<file path="config.mk">
export PLATFORM = sky130hd
export DESIGN_NAME = pfmms_top
export DESIGN_NICKNAME = d
export VERILOG_FILES = /design/src/pfmms_pkg.sv /design/src/pfmms_top.sv
export SDC_FILE = /design/constraint.sdc
export NUM_CORES = 1
export LEC_CHECK = 0
export BUFFER_PORTS_ARGS = -buffer_cell sky130_fd_sc_hd__buf_2
export CAP_MARGIN = 40
export CORE_ASPECT_RATIO = 1.2
export CORE_MARGIN = 2
export CORE_UTILIZATION = 47
export CTS_BUF_LIST = sky130_fd_sc_hd__clkbuf_8
export CTS_CLUSTER_SIZE = 40
export DETAILED_ROUTE_END_ITERATION = 8
export GPL_TIMING_DRIVEN = 0
export MAX_ROUTING_LAYER = met4
export PLACE_DENSITY = 0.78
export SLEW_MARGIN = 40
export SYNTH_ARGS = -nofsm -noshare
export SYNTH_HDL_FRONTEND = slang
export SYNTH_SLANG_ARGS = --single-unit
</file>
<file path="constraint.sdc">
create_clock -name mclk -period 1.5 [get_ports mclk]
set_input_delay 0.075 -clock mclk [delete_from_list [all_inputs] [get_ports mclk]]
set_output_delay 0.075 -clock mclk [all_outputs]
set_load 0.02 [all_outputs]
</file>
<file path="src/pfmms_pkg.sv">
// Package of constants for the pin function mux and mode select block
package pfmms_pkg;
    // APB register byte offsets
    localparam logic [7:0] OFS_SYS_OPT   = 8'h00;
    localparam logic [7:0] OFS_PORT_DATA = 8'h04;
    localparam logic [7:0] OFS_PORT_DIR  = 8'h08;
    localparam logic [7:0] OFS_PULL_EN   = 8'h0C;
    localparam logic [7:0] OFS_PULL_UP   = 8'h10;
    localparam logic [7:0] OFS_WAKE_EN   = 8'h14;
    localparam logic [7:0] OFS_STATUS    = 8'h18;

    // System option register fields
    localparam int SYSTEM_OPTION_REGISTER_RST_PE   = 0;
    localparam int SYSTEM_OPTION_REGISTER_DBG_PE   = 1;
    localparam int SYSTEM_OPTION_REGISTER_CMP_OUT  = 2;
    localparam int SYSTEM_OPTION_REGISTER_TIMER_EXTERNAL_CLOCK_EN  = 3;
    localparam int SYSTEM_OPTION_REGISTER_CMP_IN   = 4;
    localparam logic [4:0] SYSTEM_OPTION_REGISTER_RESET = 5'h02;

    // Status register fields
    localparam int STAT_MODE_BG  = 8;
    localparam int STAT_RST_PIN  = 9;
    localparam int STAT_DBG_ACT  = 10;

    // Pin indices
    localparam int PIN_RST = 2;
    localparam int PIN_DBG = 3;
    localparam int NPINS   = 6;
    localparam logic [5:0] PORT_RESET = 6'h00;

    // Debug link timing
    localparam int DBG_BIT_CLKS   = 16;
    localparam int SPEEDUP_NS     = 100;
    localparam int MCLK_PERIOD_NS = 50;
    localparam int SPEEDUP_CYC    =
        (SPEEDUP_NS / MCLK_PERIOD_NS) < 1 ? 1 : (SPEEDUP_NS / MCLK_PERIOD_NS);
    // Fixed clock pulses at least this many bus clocks apart
    localparam int AUX_MIN_BUS    = 2;

    typedef enum logic {MODE_RUN, MODE_BACKGROUND} pfmms_mode_t;
endpackage

</file>
<file path="src/pfmms_top.sv">
// Pin function mux, reset pin and mode select logic with APB registers
`timescale 1ns/1ps

// Contract
// [RQ1] After power-on reset the shared reset pin is a plain input.
// [RQ2] Setting reset pin enable turns the shared pin into active-low reset.
// [RQ3] Reset function sticks until the next power-on reset.
// [RQ4] Reset pin enable set turns on that pin's pullup.
// [RQ5] Pin driven low with reset function resets the device.
// [RQ6] During reset the debug pin is sampled as mode select.
// [RQ7] After reset the debug pin serves the debug link.
// [RQ8] Pullup on while debug pin serves debug or mode select.
// [RQ9] Debug pin is output-only port only after debug enable cleared.
// [RQ10] Debug pin high at reset release selects run mode.
// [RQ11] Debug pin held low during reset selects background mode.
// [RQ12] One debug bit spans sixteen debug controller clocks.
// [RQ13] Debug controller clock equals the bus clock.
// [RQ14] Debug link drives short high speedup pulses on rising edges.
// [RQ15] After reset other pins are inputs with pulls off.
// [RQ16] Bus clock is half the clock source rate.
// [RQ17] Fixed clock synchronised, never above half the bus clock.
// [RQ18] Reset pin: input, wakeup, timer clock, reset; never output.
// [RQ19] Debug pin: output port, comparator out, debug data, mode select.
// [RQ20] Keypad functions only act as stop or wait wakeups.
// [RQ21] Port pulls are set by software through port registers.
// [RQ22] Highest enabled function owns the pin; analog highest, port lowest.
// [RQ23] Programming voltage on reset pin disables its pulls.
// [RQ24] Pin controls follow configuration within one bus clock.
module pfmms_top (
    input  wire logic        mclk,
    input  wire logic        srst,
    input  wire logic        psel,
    input  wire logic        penable,
    input  wire logic        pwrite,
    input  wire logic [7:0]  paddr,
    input  wire logic [31:0] pwdata,
    output logic      [31:0] prdata,
    output logic             pready,
    output logic             pslverr,
    input  wire logic [5:0]  pin_in,
    output logic      [5:0]  pin_out,
    output logic      [5:0]  pin_oe,
    output logic      [5:0]  pin_pullup,
    output logic      [5:0]  pin_pulldown,
    input  wire logic        vpp_present,
    input  wire logic        low_power,
    input  wire logic        comparator_output,
    input  wire logic        debug_drive_low,
    input  wire logic        fixed_aux_clock,
    output logic             pin_reset_req,
    output logic             mode_background,
    output logic             debug_rx,
    output logic             debug_bit_tick,
    output logic             bus_clk_en,
    output logic             fixed_aux_en,
    output logic             timer_external_clock,
    output logic             keypad_wake
);
    // Register state
    logic [4:0]  system_option_register_reg, system_option_register_next;
    logic [5:0]  data_reg, data_next;
    logic [5:0]  dir_reg, dir_next;
    logic [5:0]  pen_reg, pen_next;
    logic [5:0]  pup_reg, pup_next;
    logic [5:0]  wake_reg, wake_next;
    logic        ready_reg, ready_next;
    logic        err_reg, err_next;
    logic [31:0] rdata_reg, rdata_next;
    logic        wr_en;
    logic        map_hit;

    // Mode and reset state
    pfmms_pkg::pfmms_mode_t mode_reg, mode_next;
    logic        rstpin_reg, rstpin_next;
    logic        in_reset;

    // Clocking state
    logic        div_reg, div_next;
    logic [3:0]  bit_cnt_reg, bit_cnt_next;
    logic        tick_reg, tick_next;
    logic        aux_s1_reg, aux_s2_reg, aux_s3_reg;
    logic [1:0]  aux_gap_reg, aux_gap_next;
    logic        aux_en_reg, aux_en_next;

    // Debug driver state
    logic        drv_low_prev_reg;
    logic [3:0]  spd_cnt_reg, spd_cnt_next;

    // Registered pin controls
    logic [5:0]  out_reg, out_next;
    logic [5:0]  oe_reg, oe_next;
    logic [5:0]  pu_reg, pu_next;
    logic [5:0]  pd_reg, pd_next;
    logic        rx_reg, rx_next;
    logic        timer_external_clock_reg, timer_external_clock_next;
    logic        wake_out_reg, wake_out_next;

    function automatic logic is_mapped(input logic [7:0] a);
        is_mapped = (a == pfmms_pkg::OFS_SYS_OPT) || (a == pfmms_pkg::OFS_PORT_DATA) ||
                    (a == pfmms_pkg::OFS_PORT_DIR) || (a == pfmms_pkg::OFS_PULL_EN) ||
                    (a == pfmms_pkg::OFS_PULL_UP) || (a == pfmms_pkg::OFS_WAKE_EN) ||
                    (a == pfmms_pkg::OFS_STATUS);
    endfunction

    // Completes on the second bus cycle, so pready can come from a flop
    assign wr_en   = psel && penable && ready_reg && pwrite && !err_reg;
    assign map_hit = is_mapped(paddr);
    // [RQ5] Pin reset feeds
    assign in_reset = srst || rstpin_reg;

    always_comb begin
        ready_next = psel && !penable;
        err_next   = psel && !penable && !map_hit;
        rdata_next = 32'h0000_0000;
        if (psel && !penable && !pwrite) begin
            unique case (paddr)
                pfmms_pkg::OFS_SYS_OPT:   rdata_next = {27'h000_0000, system_option_register_reg};
                pfmms_pkg::OFS_PORT_DATA: rdata_next = {26'h000_0000, data_reg};
                pfmms_pkg::OFS_PORT_DIR:  rdata_next = {26'h000_0000, dir_reg};
                pfmms_pkg::OFS_PULL_EN:   rdata_next = {26'h000_0000, pen_reg};
                pfmms_pkg::OFS_PULL_UP:   rdata_next = {26'h000_0000, pup_reg};
                pfmms_pkg::OFS_WAKE_EN:   rdata_next = {26'h000_0000, wake_reg};
                pfmms_pkg::OFS_STATUS: begin
                    rdata_next = {26'h000_0000, pin_in};
                    rdata_next[pfmms_pkg::STAT_MODE_BG] = (mode_reg == pfmms_pkg::MODE_BACKGROUND);
                    rdata_next[pfmms_pkg::STAT_RST_PIN] = system_option_register_reg[pfmms_pkg::SYSTEM_OPTION_REGISTER_RST_PE];
                    rdata_next[pfmms_pkg::STAT_DBG_ACT] = system_option_register_reg[pfmms_pkg::SYSTEM_OPTION_REGISTER_DBG_PE];
                end
                default: rdata_next = 32'h0000_0000;
            endcase
        end
    end

    always_comb begin
        system_option_register_next = system_option_register_reg;
        data_next = data_reg;
        dir_next  = dir_reg;
        pen_next  = pen_reg;
        pup_next  = pup_reg;
        wake_next = wake_reg;
        if (wr_en) begin
            unique case (paddr)
                pfmms_pkg::OFS_SYS_OPT: begin
                    system_option_register_next = pwdata[4:0];
                    // [RQ3] Reset function sticky
                    system_option_register_next[pfmms_pkg::SYSTEM_OPTION_REGISTER_RST_PE] = system_option_register_reg[pfmms_pkg::SYSTEM_OPTION_REGISTER_RST_PE]
                                                        | pwdata[pfmms_pkg::SYSTEM_OPTION_REGISTER_RST_PE];
                end
                pfmms_pkg::OFS_PORT_DATA: data_next = pwdata[5:0];
                pfmms_pkg::OFS_PORT_DIR:  dir_next  = pwdata[5:0];
                // [RQ21] Software pull control
                pfmms_pkg::OFS_PULL_EN:   pen_next  = pwdata[5:0];
                pfmms_pkg::OFS_PULL_UP:   pup_next  = pwdata[5:0];
                pfmms_pkg::OFS_WAKE_EN:   wake_next = pwdata[5:0];
                default: system_option_register_next = system_option_register_reg;
            endcase
        end
    end

    always_ff @(posedge mclk) begin
        if (srst) begin
            ready_reg <= 1'b0;
            err_reg   <= 1'b0;
            rdata_reg <= 32'h0000_0000;
            // [RQ1] Reset pin starts as input
            system_option_register_reg  <= pfmms_pkg::SYSTEM_OPTION_REGISTER_RESET;
            // [RQ15] Ports start high-Z, pulls off
            data_reg  <= pfmms_pkg::PORT_RESET;
            dir_reg   <= pfmms_pkg::PORT_RESET;
            pen_reg   <= pfmms_pkg::PORT_RESET;
            pup_reg   <= pfmms_pkg::PORT_RESET;
            wake_reg  <= pfmms_pkg::PORT_RESET;
        end else begin
            ready_reg <= ready_next;
            err_reg   <= err_next;
            rdata_reg <= rdata_next;
            system_option_register_reg  <= system_option_register_next;
            data_reg  <= data_next;
            dir_reg   <= dir_next;
            pen_reg   <= pen_next;
            pup_reg   <= pup_next;
            wake_reg  <= wake_next;
        end
    end

    // Mode select and pin reset
    always_comb begin
        mode_next   = mode_reg;
        // [RQ2] Pin low means reset once enabled
        rstpin_next = system_option_register_reg[pfmms_pkg::SYSTEM_OPTION_REGISTER_RST_PE] && !pin_in[pfmms_pkg::PIN_RST];
        // [RQ6] Sample mode pin in reset
        if (in_reset) begin
            // [RQ10] High selects run
            // [RQ11] Low selects background
            mode_next = pin_in[pfmms_pkg::PIN_DBG] ? pfmms_pkg::MODE_RUN
                                                   : pfmms_pkg::MODE_BACKGROUND;
        end
    end

    // Mode flop has no reset branch: it is loaded from the pin during reset
    always_ff @(posedge mclk) begin
        mode_reg <= mode_next;
        if (srst) begin
            rstpin_reg <= 1'b0;
        end else begin
            rstpin_reg <= rstpin_next;
        end
    end

    // Clock enables
    always_comb begin
        // [RQ16] Bus clock at half rate
        div_next     = !div_reg;
        bit_cnt_next = bit_cnt_reg;
        tick_next    = 1'b0;
        // [RQ13] Debug clock is bus clock
        if (div_reg) begin
            bit_cnt_next = bit_cnt_reg + 4'h1;
            // [RQ12] Sixteen clocks per bit
            tick_next    = (bit_cnt_reg == 4'(pfmms_pkg::DBG_BIT_CLKS - 1));
        end
        aux_gap_next = aux_gap_reg;
        aux_en_next  = 1'b0;
        if (div_reg) begin
            if (aux_gap_reg != 2'h0) begin
                aux_gap_next = aux_gap_reg - 2'h1;
            end
            // [RQ17] Synced edge, rate limited
            if (aux_s2_reg && !aux_s3_reg && aux_gap_reg == 2'h0) begin
                aux_en_next  = 1'b1;
                aux_gap_next = 2'(pfmms_pkg::AUX_MIN_BUS - 1);
            end
        end
    end

    always_ff @(posedge mclk) begin
        if (srst) begin
            div_reg     <= 1'b0;
            bit_cnt_reg <= 4'h0;
            tick_reg    <= 1'b0;
            aux_s1_reg  <= 1'b0;
            aux_s2_reg  <= 1'b0;
            aux_s3_reg  <= 1'b0;
            aux_gap_reg <= 2'h0;
            aux_en_reg  <= 1'b0;
        end else begin
            div_reg     <= div_next;
            bit_cnt_reg <= bit_cnt_next;
            tick_reg    <= tick_next;
            aux_s1_reg  <= fixed_aux_clock;
            aux_s2_reg  <= aux_s1_reg;
            // Edge history only advances on the bus clock
            if (div_reg) begin
                aux_s3_reg <= aux_s2_reg;
            end
            aux_gap_reg <= aux_gap_next;
            aux_en_reg  <= aux_en_next;
        end
    end

    // Debug line speedup timer
    always_comb begin
        spd_cnt_next = (spd_cnt_reg != 4'h0) ? spd_cnt_reg - 4'h1 : 4'h0;
        // [RQ14] Speedup pulse on release
        if (drv_low_prev_reg && !debug_drive_low) begin
            spd_cnt_next = 4'(pfmms_pkg::SPEEDUP_CYC);
        end
    end

    always_ff @(posedge mclk) begin
        if (srst) begin
            drv_low_prev_reg <= 1'b0;
            spd_cnt_reg      <= 4'h0;
        end else begin
            drv_low_prev_reg <= debug_drive_low;
            spd_cnt_reg      <= spd_cnt_next;
        end
    end

    // Pin function resolution, registered for glitch-free pads
    always_comb begin
        logic dbg_pe;
        logic cmp_in;
        dbg_pe = system_option_register_reg[pfmms_pkg::SYSTEM_OPTION_REGISTER_DBG_PE];
        cmp_in = system_option_register_reg[pfmms_pkg::SYSTEM_OPTION_REGISTER_CMP_IN];
        // [RQ22] Start from port, then override upward
        out_next = data_reg;
        oe_next  = dir_reg;
        pu_next  = pen_reg & pup_reg;
        pd_next  = pen_reg & ~pup_reg;
        // Comparator inputs own pins 0 and 1
        if (cmp_in) begin
            oe_next[1:0] = 2'b00;
            pu_next[1:0] = 2'b00;
            pd_next[1:0] = 2'b00;
        end
        // [RQ18] Reset pin never drives
        out_next[pfmms_pkg::PIN_RST] = 1'b0;
        oe_next[pfmms_pkg::PIN_RST]  = 1'b0;
        // [RQ4] Pullup with reset function
        if (system_option_register_reg[pfmms_pkg::SYSTEM_OPTION_REGISTER_RST_PE]) begin
            pu_next[pfmms_pkg::PIN_RST] = 1'b1;
            pd_next[pfmms_pkg::PIN_RST] = 1'b0;
        end
        // [RQ23] Programming voltage kills pulls
        if (vpp_present) begin
            pu_next[pfmms_pkg::PIN_RST] = 1'b0;
            pd_next[pfmms_pkg::PIN_RST] = 1'b0;
        end
        // [RQ19] Debug pin priority chain
        // [RQ9] Port output only when debug off
        out_next[pfmms_pkg::PIN_DBG] = data_reg[pfmms_pkg::PIN_DBG];
        oe_next[pfmms_pkg::PIN_DBG]  = 1'b1;
        pu_next[pfmms_pkg::PIN_DBG]  = 1'b0;
        pd_next[pfmms_pkg::PIN_DBG]  = 1'b0;
        if (system_option_register_reg[pfmms_pkg::SYSTEM_OPTION_REGISTER_CMP_OUT]) begin
            out_next[pfmms_pkg::PIN_DBG] = comparator_output;
        end
        if (dbg_pe || in_reset) begin
            // [RQ8] Pullup for debug and mode select
            pu_next[pfmms_pkg::PIN_DBG]  = 1'b1;
            // [RQ7] Pseudo open-drain debug driver
            out_next[pfmms_pkg::PIN_DBG] = (spd_cnt_reg != 4'h0);
            oe_next[pfmms_pkg::PIN_DBG]  = !in_reset && (debug_drive_low || spd_cnt_reg != 4'h0);
        end
        // [RQ15] Power-on reset (srst) holds pads released; pin reset does not
        if (in_reset && srst) begin
            oe_next = 6'h00;
            pu_next = 6'h00;
            pd_next = 6'h00;
            pu_next[pfmms_pkg::PIN_DBG] = 1'b1;
        end
        rx_next   = (dbg_pe && !in_reset) ? pin_in[pfmms_pkg::PIN_DBG] : 1'b1;
        timer_external_clock_next = system_option_register_reg[pfmms_pkg::SYSTEM_OPTION_REGISTER_TIMER_EXTERNAL_CLOCK_EN] && !system_option_register_reg[pfmms_pkg::SYSTEM_OPTION_REGISTER_RST_PE]
                    && pin_in[pfmms_pkg::PIN_RST];
        // [RQ20] Keypad only wakes from low power
        wake_out_next = low_power && |(wake_reg & ~pin_in & ~oe_reg);
    end

    // [RQ24] Controls registered within one cycle
    always_ff @(posedge mclk) begin
        if (srst) begin
            out_reg      <= 6'h00;
            oe_reg       <= 6'h00;
            // [RQ8] Mode select pullup held in reset
            pu_reg       <= 6'(1 << pfmms_pkg::PIN_DBG);
            pd_reg       <= 6'h00;
            rx_reg       <= 1'b1;
            timer_external_clock_reg     <= 1'b0;
            wake_out_reg <= 1'b0;
        end else begin
            out_reg      <= out_next;
            oe_reg       <= oe_next;
            pu_reg       <= pu_next;
            pd_reg       <= pd_next;
            rx_reg       <= rx_next;
            timer_external_clock_reg     <= timer_external_clock_next;
            wake_out_reg <= wake_out_next;
        end
    end

    assign prdata               = rdata_reg;
    assign pready               = ready_reg;
    assign pslverr              = err_reg;
    assign pin_out              = out_reg;
    assign pin_oe               = oe_reg;
    assign pin_pullup           = pu_reg;
    assign pin_pulldown         = pd_reg;
    assign pin_reset_req        = rstpin_reg;
    assign mode_background      = (mode_reg == pfmms_pkg::MODE_BACKGROUND);
    assign debug_rx             = rx_reg;
    assign debug_bit_tick       = tick_reg;
    assign bus_clk_en           = div_reg;
    assign fixed_aux_en         = aux_en_reg;
    assign timer_external_clock = timer_external_clock_reg;
    assign keypad_wake          = wake_out_reg;
endmodule

</file>
Word-level counts from Yosys, hierarchy flattened
Index checks and enable logic that the tools add are counted.
Word-level totals
  flip-flop bits (word level): 115
  output and inout bits: 66
  input bits: 56
  word-level logic and storage cells: 128
Operators by class
  bitwise gates (word level): 12
  mux-type cells: 12
  reduce and logical (&&, ||, !) cells: 57
  equality and inequality tests: 7
  add/subtract/negate cells: 3
Operator list (number)
  case mux 11 bit (7 select lines): 1
  AND 6 bit: 4
  equality test 8 x 5 -> 1 bit, second input constant: 3
  inverter 6 bit: 3
  logical AND 1 bit: 17
  equality test 8 x 4 -> 1 bit, second input constant: 2
  AND reduction 2 bit: 7
  zero test 1 bit: 10
  logical OR 1 bit: 9
  OR reduction 3 bit: 3
  equality test 8 x 3 -> 1 bit, second input constant: 1
  zero test 8 bit: 1
  2-to-1 mux 2 bit: 4
  OR reduction 2 bit: 4
  2-to-1 mux 1 bit: 7
  OR reduction 6 bit: 1
  adder 4 x 1 -> 4 bit, second input constant: 1
  equality test 4 bit, second input constant: 1
  inverter 1 bit: 4
  nonzero test 2 bit: 2
  nonzero test 4 bit: 1
  OR reduction 4 bit: 1
  subtractor 4 x 1 -> 4 bit, second input constant: 1
  zero test 2 bit: 1
  other kinds (2): 2

Logic depth before layout (Yosys ltp)
  depth in word-level cells: 9
  depth in mapped cells: 6
  mapped depth without buffers: 4

Least setup slack after synthesis
OpenSTA, ideal clock, no wires.
  path type: register to register
  start point: register err_reg (netlist: pslverr)
  end point: register wake_reg[4]
  stages on the path, launching flop included: 6
  clock period less this slack: 1.578 ns
  required time: 1.372 ns
  slack: -0.078 ns
  buffers on the path: 1
  arrival time: 1.450 ns
  setup time: 0.128 ns
  cell sequence: dfxtp_1 > nor4b_4 > and4_1 > buf_6 > mux2i_1 > nor2_1
Between the ends
  cells in the longest elaborated chain, start to end: 3
Ends and longest elaborated chain
  start: declaration: RTL line pfmms_top.sv:67  | logic err_reg, err_next;
  start signal: assignment: RTL line pfmms_top.sv:175  | err_reg <= err_next;
  zero test 1 bit: RTL line pfmms_top.sv:106  | assign wr_en = psel && penable && ready_reg && pwrite && !err_reg;
  logical AND 1 bit: RTL line pfmms_top.sv:106
  AND reduction 2 bit (no line)
  end signal: assignment: RTL line pfmms_top.sv:172  | wake_reg <= pfmms_pkg::PORT_RESET;
  end signal: assignment: RTL line pfmms_top.sv:182  | wake_reg <= wake_next;
  end: declaration: RTL line pfmms_top.sv:65  | logic [5:0] wake_reg, wake_next;
No other way between the ends.
A chain may end at the register's enable or synchronous reset.

Final worst setup path
Same ends and word-level chain as after synthesis.

==> impl.org <==
** Power
- Combinational share of power :: 0.090
- Sw frac :: 0.247
- Of the total power, the clock network draws 0.381.
- The analysis attributes to cell leakage a power of 2.24 nW.
- Internal power comes to 0.00342 W.
- Power spread over the standard cell area amounts to 1000 nW/um^2.
- VDD sags by at most 0.696 mV.
- In this run the power spent charging and discharging nets is 0.00112 W.
- The share of total power dissipated in sequential elements is 0.529.

** STA
- Final min period :: 1.50 ns
- At the pin with the least slew margin, the transition time is 0.598 ns.
- Between clock sinks in the finished design, the worst skew comes to 0.0101 ns.
- Setup repair after global routing could not meet its margin everywhere.
- Dividing the final minimum period by the clock period gives 0.999.
- Worst hold slack after final layout :: 0.0143 ns
- The number of max-slew violations in the final report was 0.
- Fin. Hold Viols :: 0
- Setup violations remaining at the end of the flow were counted as 0.
- Derived from the worst setup path, the maximum achievable clock frequency is 668 MHz.
- Fin worst setup slack :: 0.00212 ns
- Worst max-slew margin expressed relative to the limit :: 0.601

** Synthesis
- During synthesis, Yosys emitted a total of 0 warnings.
- Commonest cells post-synth :: sky130_fd_sc_hd__dfxtp_1, sky130_fd_sc_hd__nor2_1, sky130_fd_sc_hd__mux2i_1, sky130_fd_sc_hd__buf_4, sky130_fd_sc_hd__nor2b_1
- After synthesis, the share of cell area in mux cells is 0.135.
- Summing every instance area after synthesis gives 3630 um^2.
- Main combinational cell family by area after synthesis :: simple AND/OR/NAND/NOR gates
- Of the total synthesized cell area, the portion taken by full adders, half adders and majority gates is 0.00345.
- The largest total area in the synthesized netlist belongs to sky130_fd_sc_hd__dfxtp_1.
- A synthesized cell averages 10.0 um^2.
- Compound-Gate Fraction of Synth Area :: 0.0580
- The most common cell in the synthesized netlist is sky130_fd_sc_hd__dfxtp_1.
- After synthesis, the share of flip-flops with an asynchronous set or reset is 0.
- Share of the synthesized netlist area taken by xor and xnor gates :: 0.00725
- Sorting the synthesized cells by area gives the leading types as sky130_fd_sc_hd__dfxtp_1, sky130_fd_sc_hd__mux2i_1, sky130_fd_sc_hd__nor2_1.
- Synthesis inferred 89 register bits.
- In this run, distinct cell masters in the synthesized netlist total 47.
- The share of synthesized area in the top cell type comes to 0.486.
- Sequential element share of the synthesized area :: 0.494
- Top_reg_cell synth :: sky130_fd_sc_hd__dfxtp_1
- Area fraction in and, or, nand and nor cells after synthesis :: 0.220
- Synthesis produced 362 cells.
- Number of enable-type register cells in the synthesized netlist :: 1

** Final layout
- The filler cells instantiated in the layout total 671.
- Final standard cell count with taps included and fillers excluded :: 576
- Number of nets in the layout :: 536
- The multi-input combinational cells in the finished layout cover a total of 1660 um^2.
- In the final layout, flip-flops and latches occupy 1790 um^2.
- In the final layout, the share of cells above drive strength 1 is 0.295.
- Synthesis-to-finish area growth :: 25.3%
- At the end of the flow the core is filled with cells to 0.600.
- The repair_antennas step left the layout with diodes totalling 0.
- Flip-flop count of the largest register after layout :: 9

** Floorplanning
- Die boundary width :: 84.2 um
- The floorplan step set the die height to 100 um.
- The initial utilization of the core area, before any placement, comes to 0.479.
- In this run the count of I/O pins placed on the die edge is 122.
- Floorplan die area :: 8440 um^2
- Placeable core region :: 7580 um^2
- Number of rows in the core area :: 35

** Worst setup path
- The slowest stage of the critical path belongs to the cell sky130_fd_sc_hd__dfxtp_2.
- The critical path in this run is classified as register to register.
- Peak fanout along the critical path :: 7
- In this design, the largest share of critical-path delay is due to simple AND/OR/NAND/NOR gates.
- Crit path buffers/inverters :: 2
- Critical path endpoint category :: register
- STA puts the critical path data arrival time at 1.73 ns.
- The worst setup path is launched from a register.
- Required time of the critical path :: 1.73 ns
- Critical Path Max Stage Delay :: 0.34 ns
- Counting stages on the worst path, the most repeated cell is sky130_fd_sc_hd__buf_6.
- Cell breakdown of the critical path :: nor4b_4, buf_6, and4_1, buf_6, mux2i_1, nor2_1

** Placed design
- HPWL after detailed placement :: 6.22 mm
- Input and output buffers added on the ports amount to 69.
- At the end of routability-driven placement, the weighted congestion stood at 0.920.
- Prior to clock tree synthesis, the placed netlist has a worst setup slack of -0.223 ns.
- In this run, placement finished with an instance count of 548.

** GRT
- Initial antenna violation count :: 0
- Summed over all layers, the global routing overflow is 0.
- The first global-routing pass estimated 13.6 mm of wire.
- Maximum number of pins on one net before global-route repair :: 16
- Global router's overall resource usage :: 0.215
- Number of global-route vias before repair :: 2814

** Clock tree
- TritonCTS built the clock tree.
- CTS H-tree lvls :: 3
- Root Driver :: sky130_fd_sc_hd__clkbuf_8
- Reg clk slew, reported paths :: 0.09 ns
- Insertion delay of the later-clocked pin in the worst-skew pair :: 0.36 ns
- CTS buffer count :: 9
- In this run the deepest clock path goes through 2 buffers.
- Total number of clock tree sinks :: 89

** Run
- Across the run, the number of max-cap violations was 0.

** Worst hold path
- The worst hold path belongs to the class input pin to register.

** Route
- Dividing the detail-routed via count by the number of cells gives 5.06.
- Antenna Nets Post-Route :: 0
- Wire length per cell :: 15.2 um
- After detailed routing, the number of remaining DRC violations is 0.
- The first TritonRoute pass finished after 4 iterations.
- The first routing iteration left 146 violations.
- The routed layout has 2917 vias.
- Routed WL :: 8.76 mm

** Outcome
- The run finished with clean final reports.
-- cell usage in the layout, fill, tap and decap left out, types with 3 or more instances in the layout --
cell,instances
sky130_fd_sc_hd__conb_1,26
sky130_fd_sc_hd__mux2_2,3
sky130_fd_sc_hd__nand2b_1,9
sky130_fd_sc_hd__clkbuf_8,11
sky130_fd_sc_hd__nor2b_1,13
sky130_fd_sc_hd__clkbuf_1,11
sky130_fd_sc_hd__a211oi_1,4
sky130_fd_sc_hd__nor3b_1,7
sky130_fd_sc_hd__mux2i_1,40
sky130_fd_sc_hd__and3_1,3
sky130_fd_sc_hd__a22oi_1,6
sky130_fd_sc_hd__nand3_1,6
sky130_fd_sc_hd__nor2_1,59
sky130_fd_sc_hd__and2_2,3
sky130_fd_sc_hd__buf_4,32
sky130_fd_sc_hd__buf_2,70
sky130_fd_sc_hd__dfxtp_1,87
sky130_fd_sc_hd__nand4_4,3
sky130_fd_sc_hd__buf_6,4
sky130_fd_sc_hd__o21ai_0,5
sky130_fd_sc_hd__a31oi_1,6
sky130_fd_sc_hd__inv_1,5
sky130_fd_sc_hd__and3b_1,4
sky130_fd_sc_hd__nor3_1,5
sky130_fd_sc_hd__nand2_1,12
sky130_fd_sc_hd__dlygate4sd3_1,6
sky130_fd_sc_hd__a21oi_1,8
-- power groups by stage --
stage                     logic, W  registers [W]  clock network [W]
after floorplan           0.000243        0.00247                  0
after detailed placement  0.000381        0.00246                  0
after global placement    0.000374        0.00246                  0
final                     0.000409        0.00240            0.00173
after CTS                 0.000402        0.00240            0.00174
after global routing      0.000440        0.00241            0.00185
-- routing by layer --
metal  GRT usage  vias up  wire length (um)
met4       0.105        0               223
li1            -     1426                 -
met1       0.242     1371              3630
met5           -        -                 0
met2       0.363       99              4320
met3      0.0436       21               589
-- stage by stage --
stage | TNS (ns) | total power (W) | instance area (um^2)
2_1_floorplan | 0 | 0.00271 | 3720
3_3_place_gp | -3.76 | 0.00283 | 4180
3_5_place_dp | -5.84 | 0.00284 | 4180
4_1_cts | -0.162 | 0.00455 | 4520
5_1_grt | -1.22 | 0.00469 | 4540
6_report | 0 | 0.00454 | 4540
-- worst reg2reg max path, stage by stage (launching register included) --
cell and delay (ns):
sky130_fd_sc_hd__dfxtp_2 0.34, sky130_fd_sc_hd__nor4b_4 0.23, sky130_fd_sc_hd__buf_6 0.17, sky130_fd_sc_hd__and4_1 0.21, sky130_fd_sc_hd__buf_6 0.15, sky130_fd_sc_hd__mux2i_1 0.21
sky130_fd_sc_hd__nor2_1 0.06
-- cell type report --
type | instances | area share
Sequential cell | 89 | 0.395
Tap cell | 92 | 0.0253
Inverter | 5 | 0.00413
Clock inverter | 5 | 0.0138
Buffer | 42 | 0.0614
Multi-Input combinational cell | 251 | 0.366
Timing Repair Buffer | 81 | 0.101
Clock buffer | 11 | 0.0333
-- kinds of logic (layout without fill, tap and decap cells) --
family | Yosys count | in the layout
other | 1 | 26
adders and majority gates | 1 | 1
and+or+nand+nor | 142 | 142
muxes | 46 | 46
xor gates and xnor gates | 3 | 3
DFF | 89 | 89
AOI/OAI and AO/OA | 33 | 33
buffers and inverters | 47 | 144
-- path summary, 6_finish.rpt --
kind / cells after the start / end / slack, ns / from
max: 6 / wake_reg[4] / 0.002 / pslverr
min: 3 / pready / 0.01 / penable
max reg2reg: 6 / wake_reg[4] / 0.002 / pslverr
min reg2reg: 1 / fixed_aux_en / 0.44 / aux_gap_reg[1]
-- timing repair --
action	CTS	global route
endpoints found under the hold margin	8	0
setup buffers	4	2
resized for setup	4	5
hold buffers	6	0
pin swaps	3	1
endpoints found under the setup margin	34	31
Power figures use the tool's default switching activity.
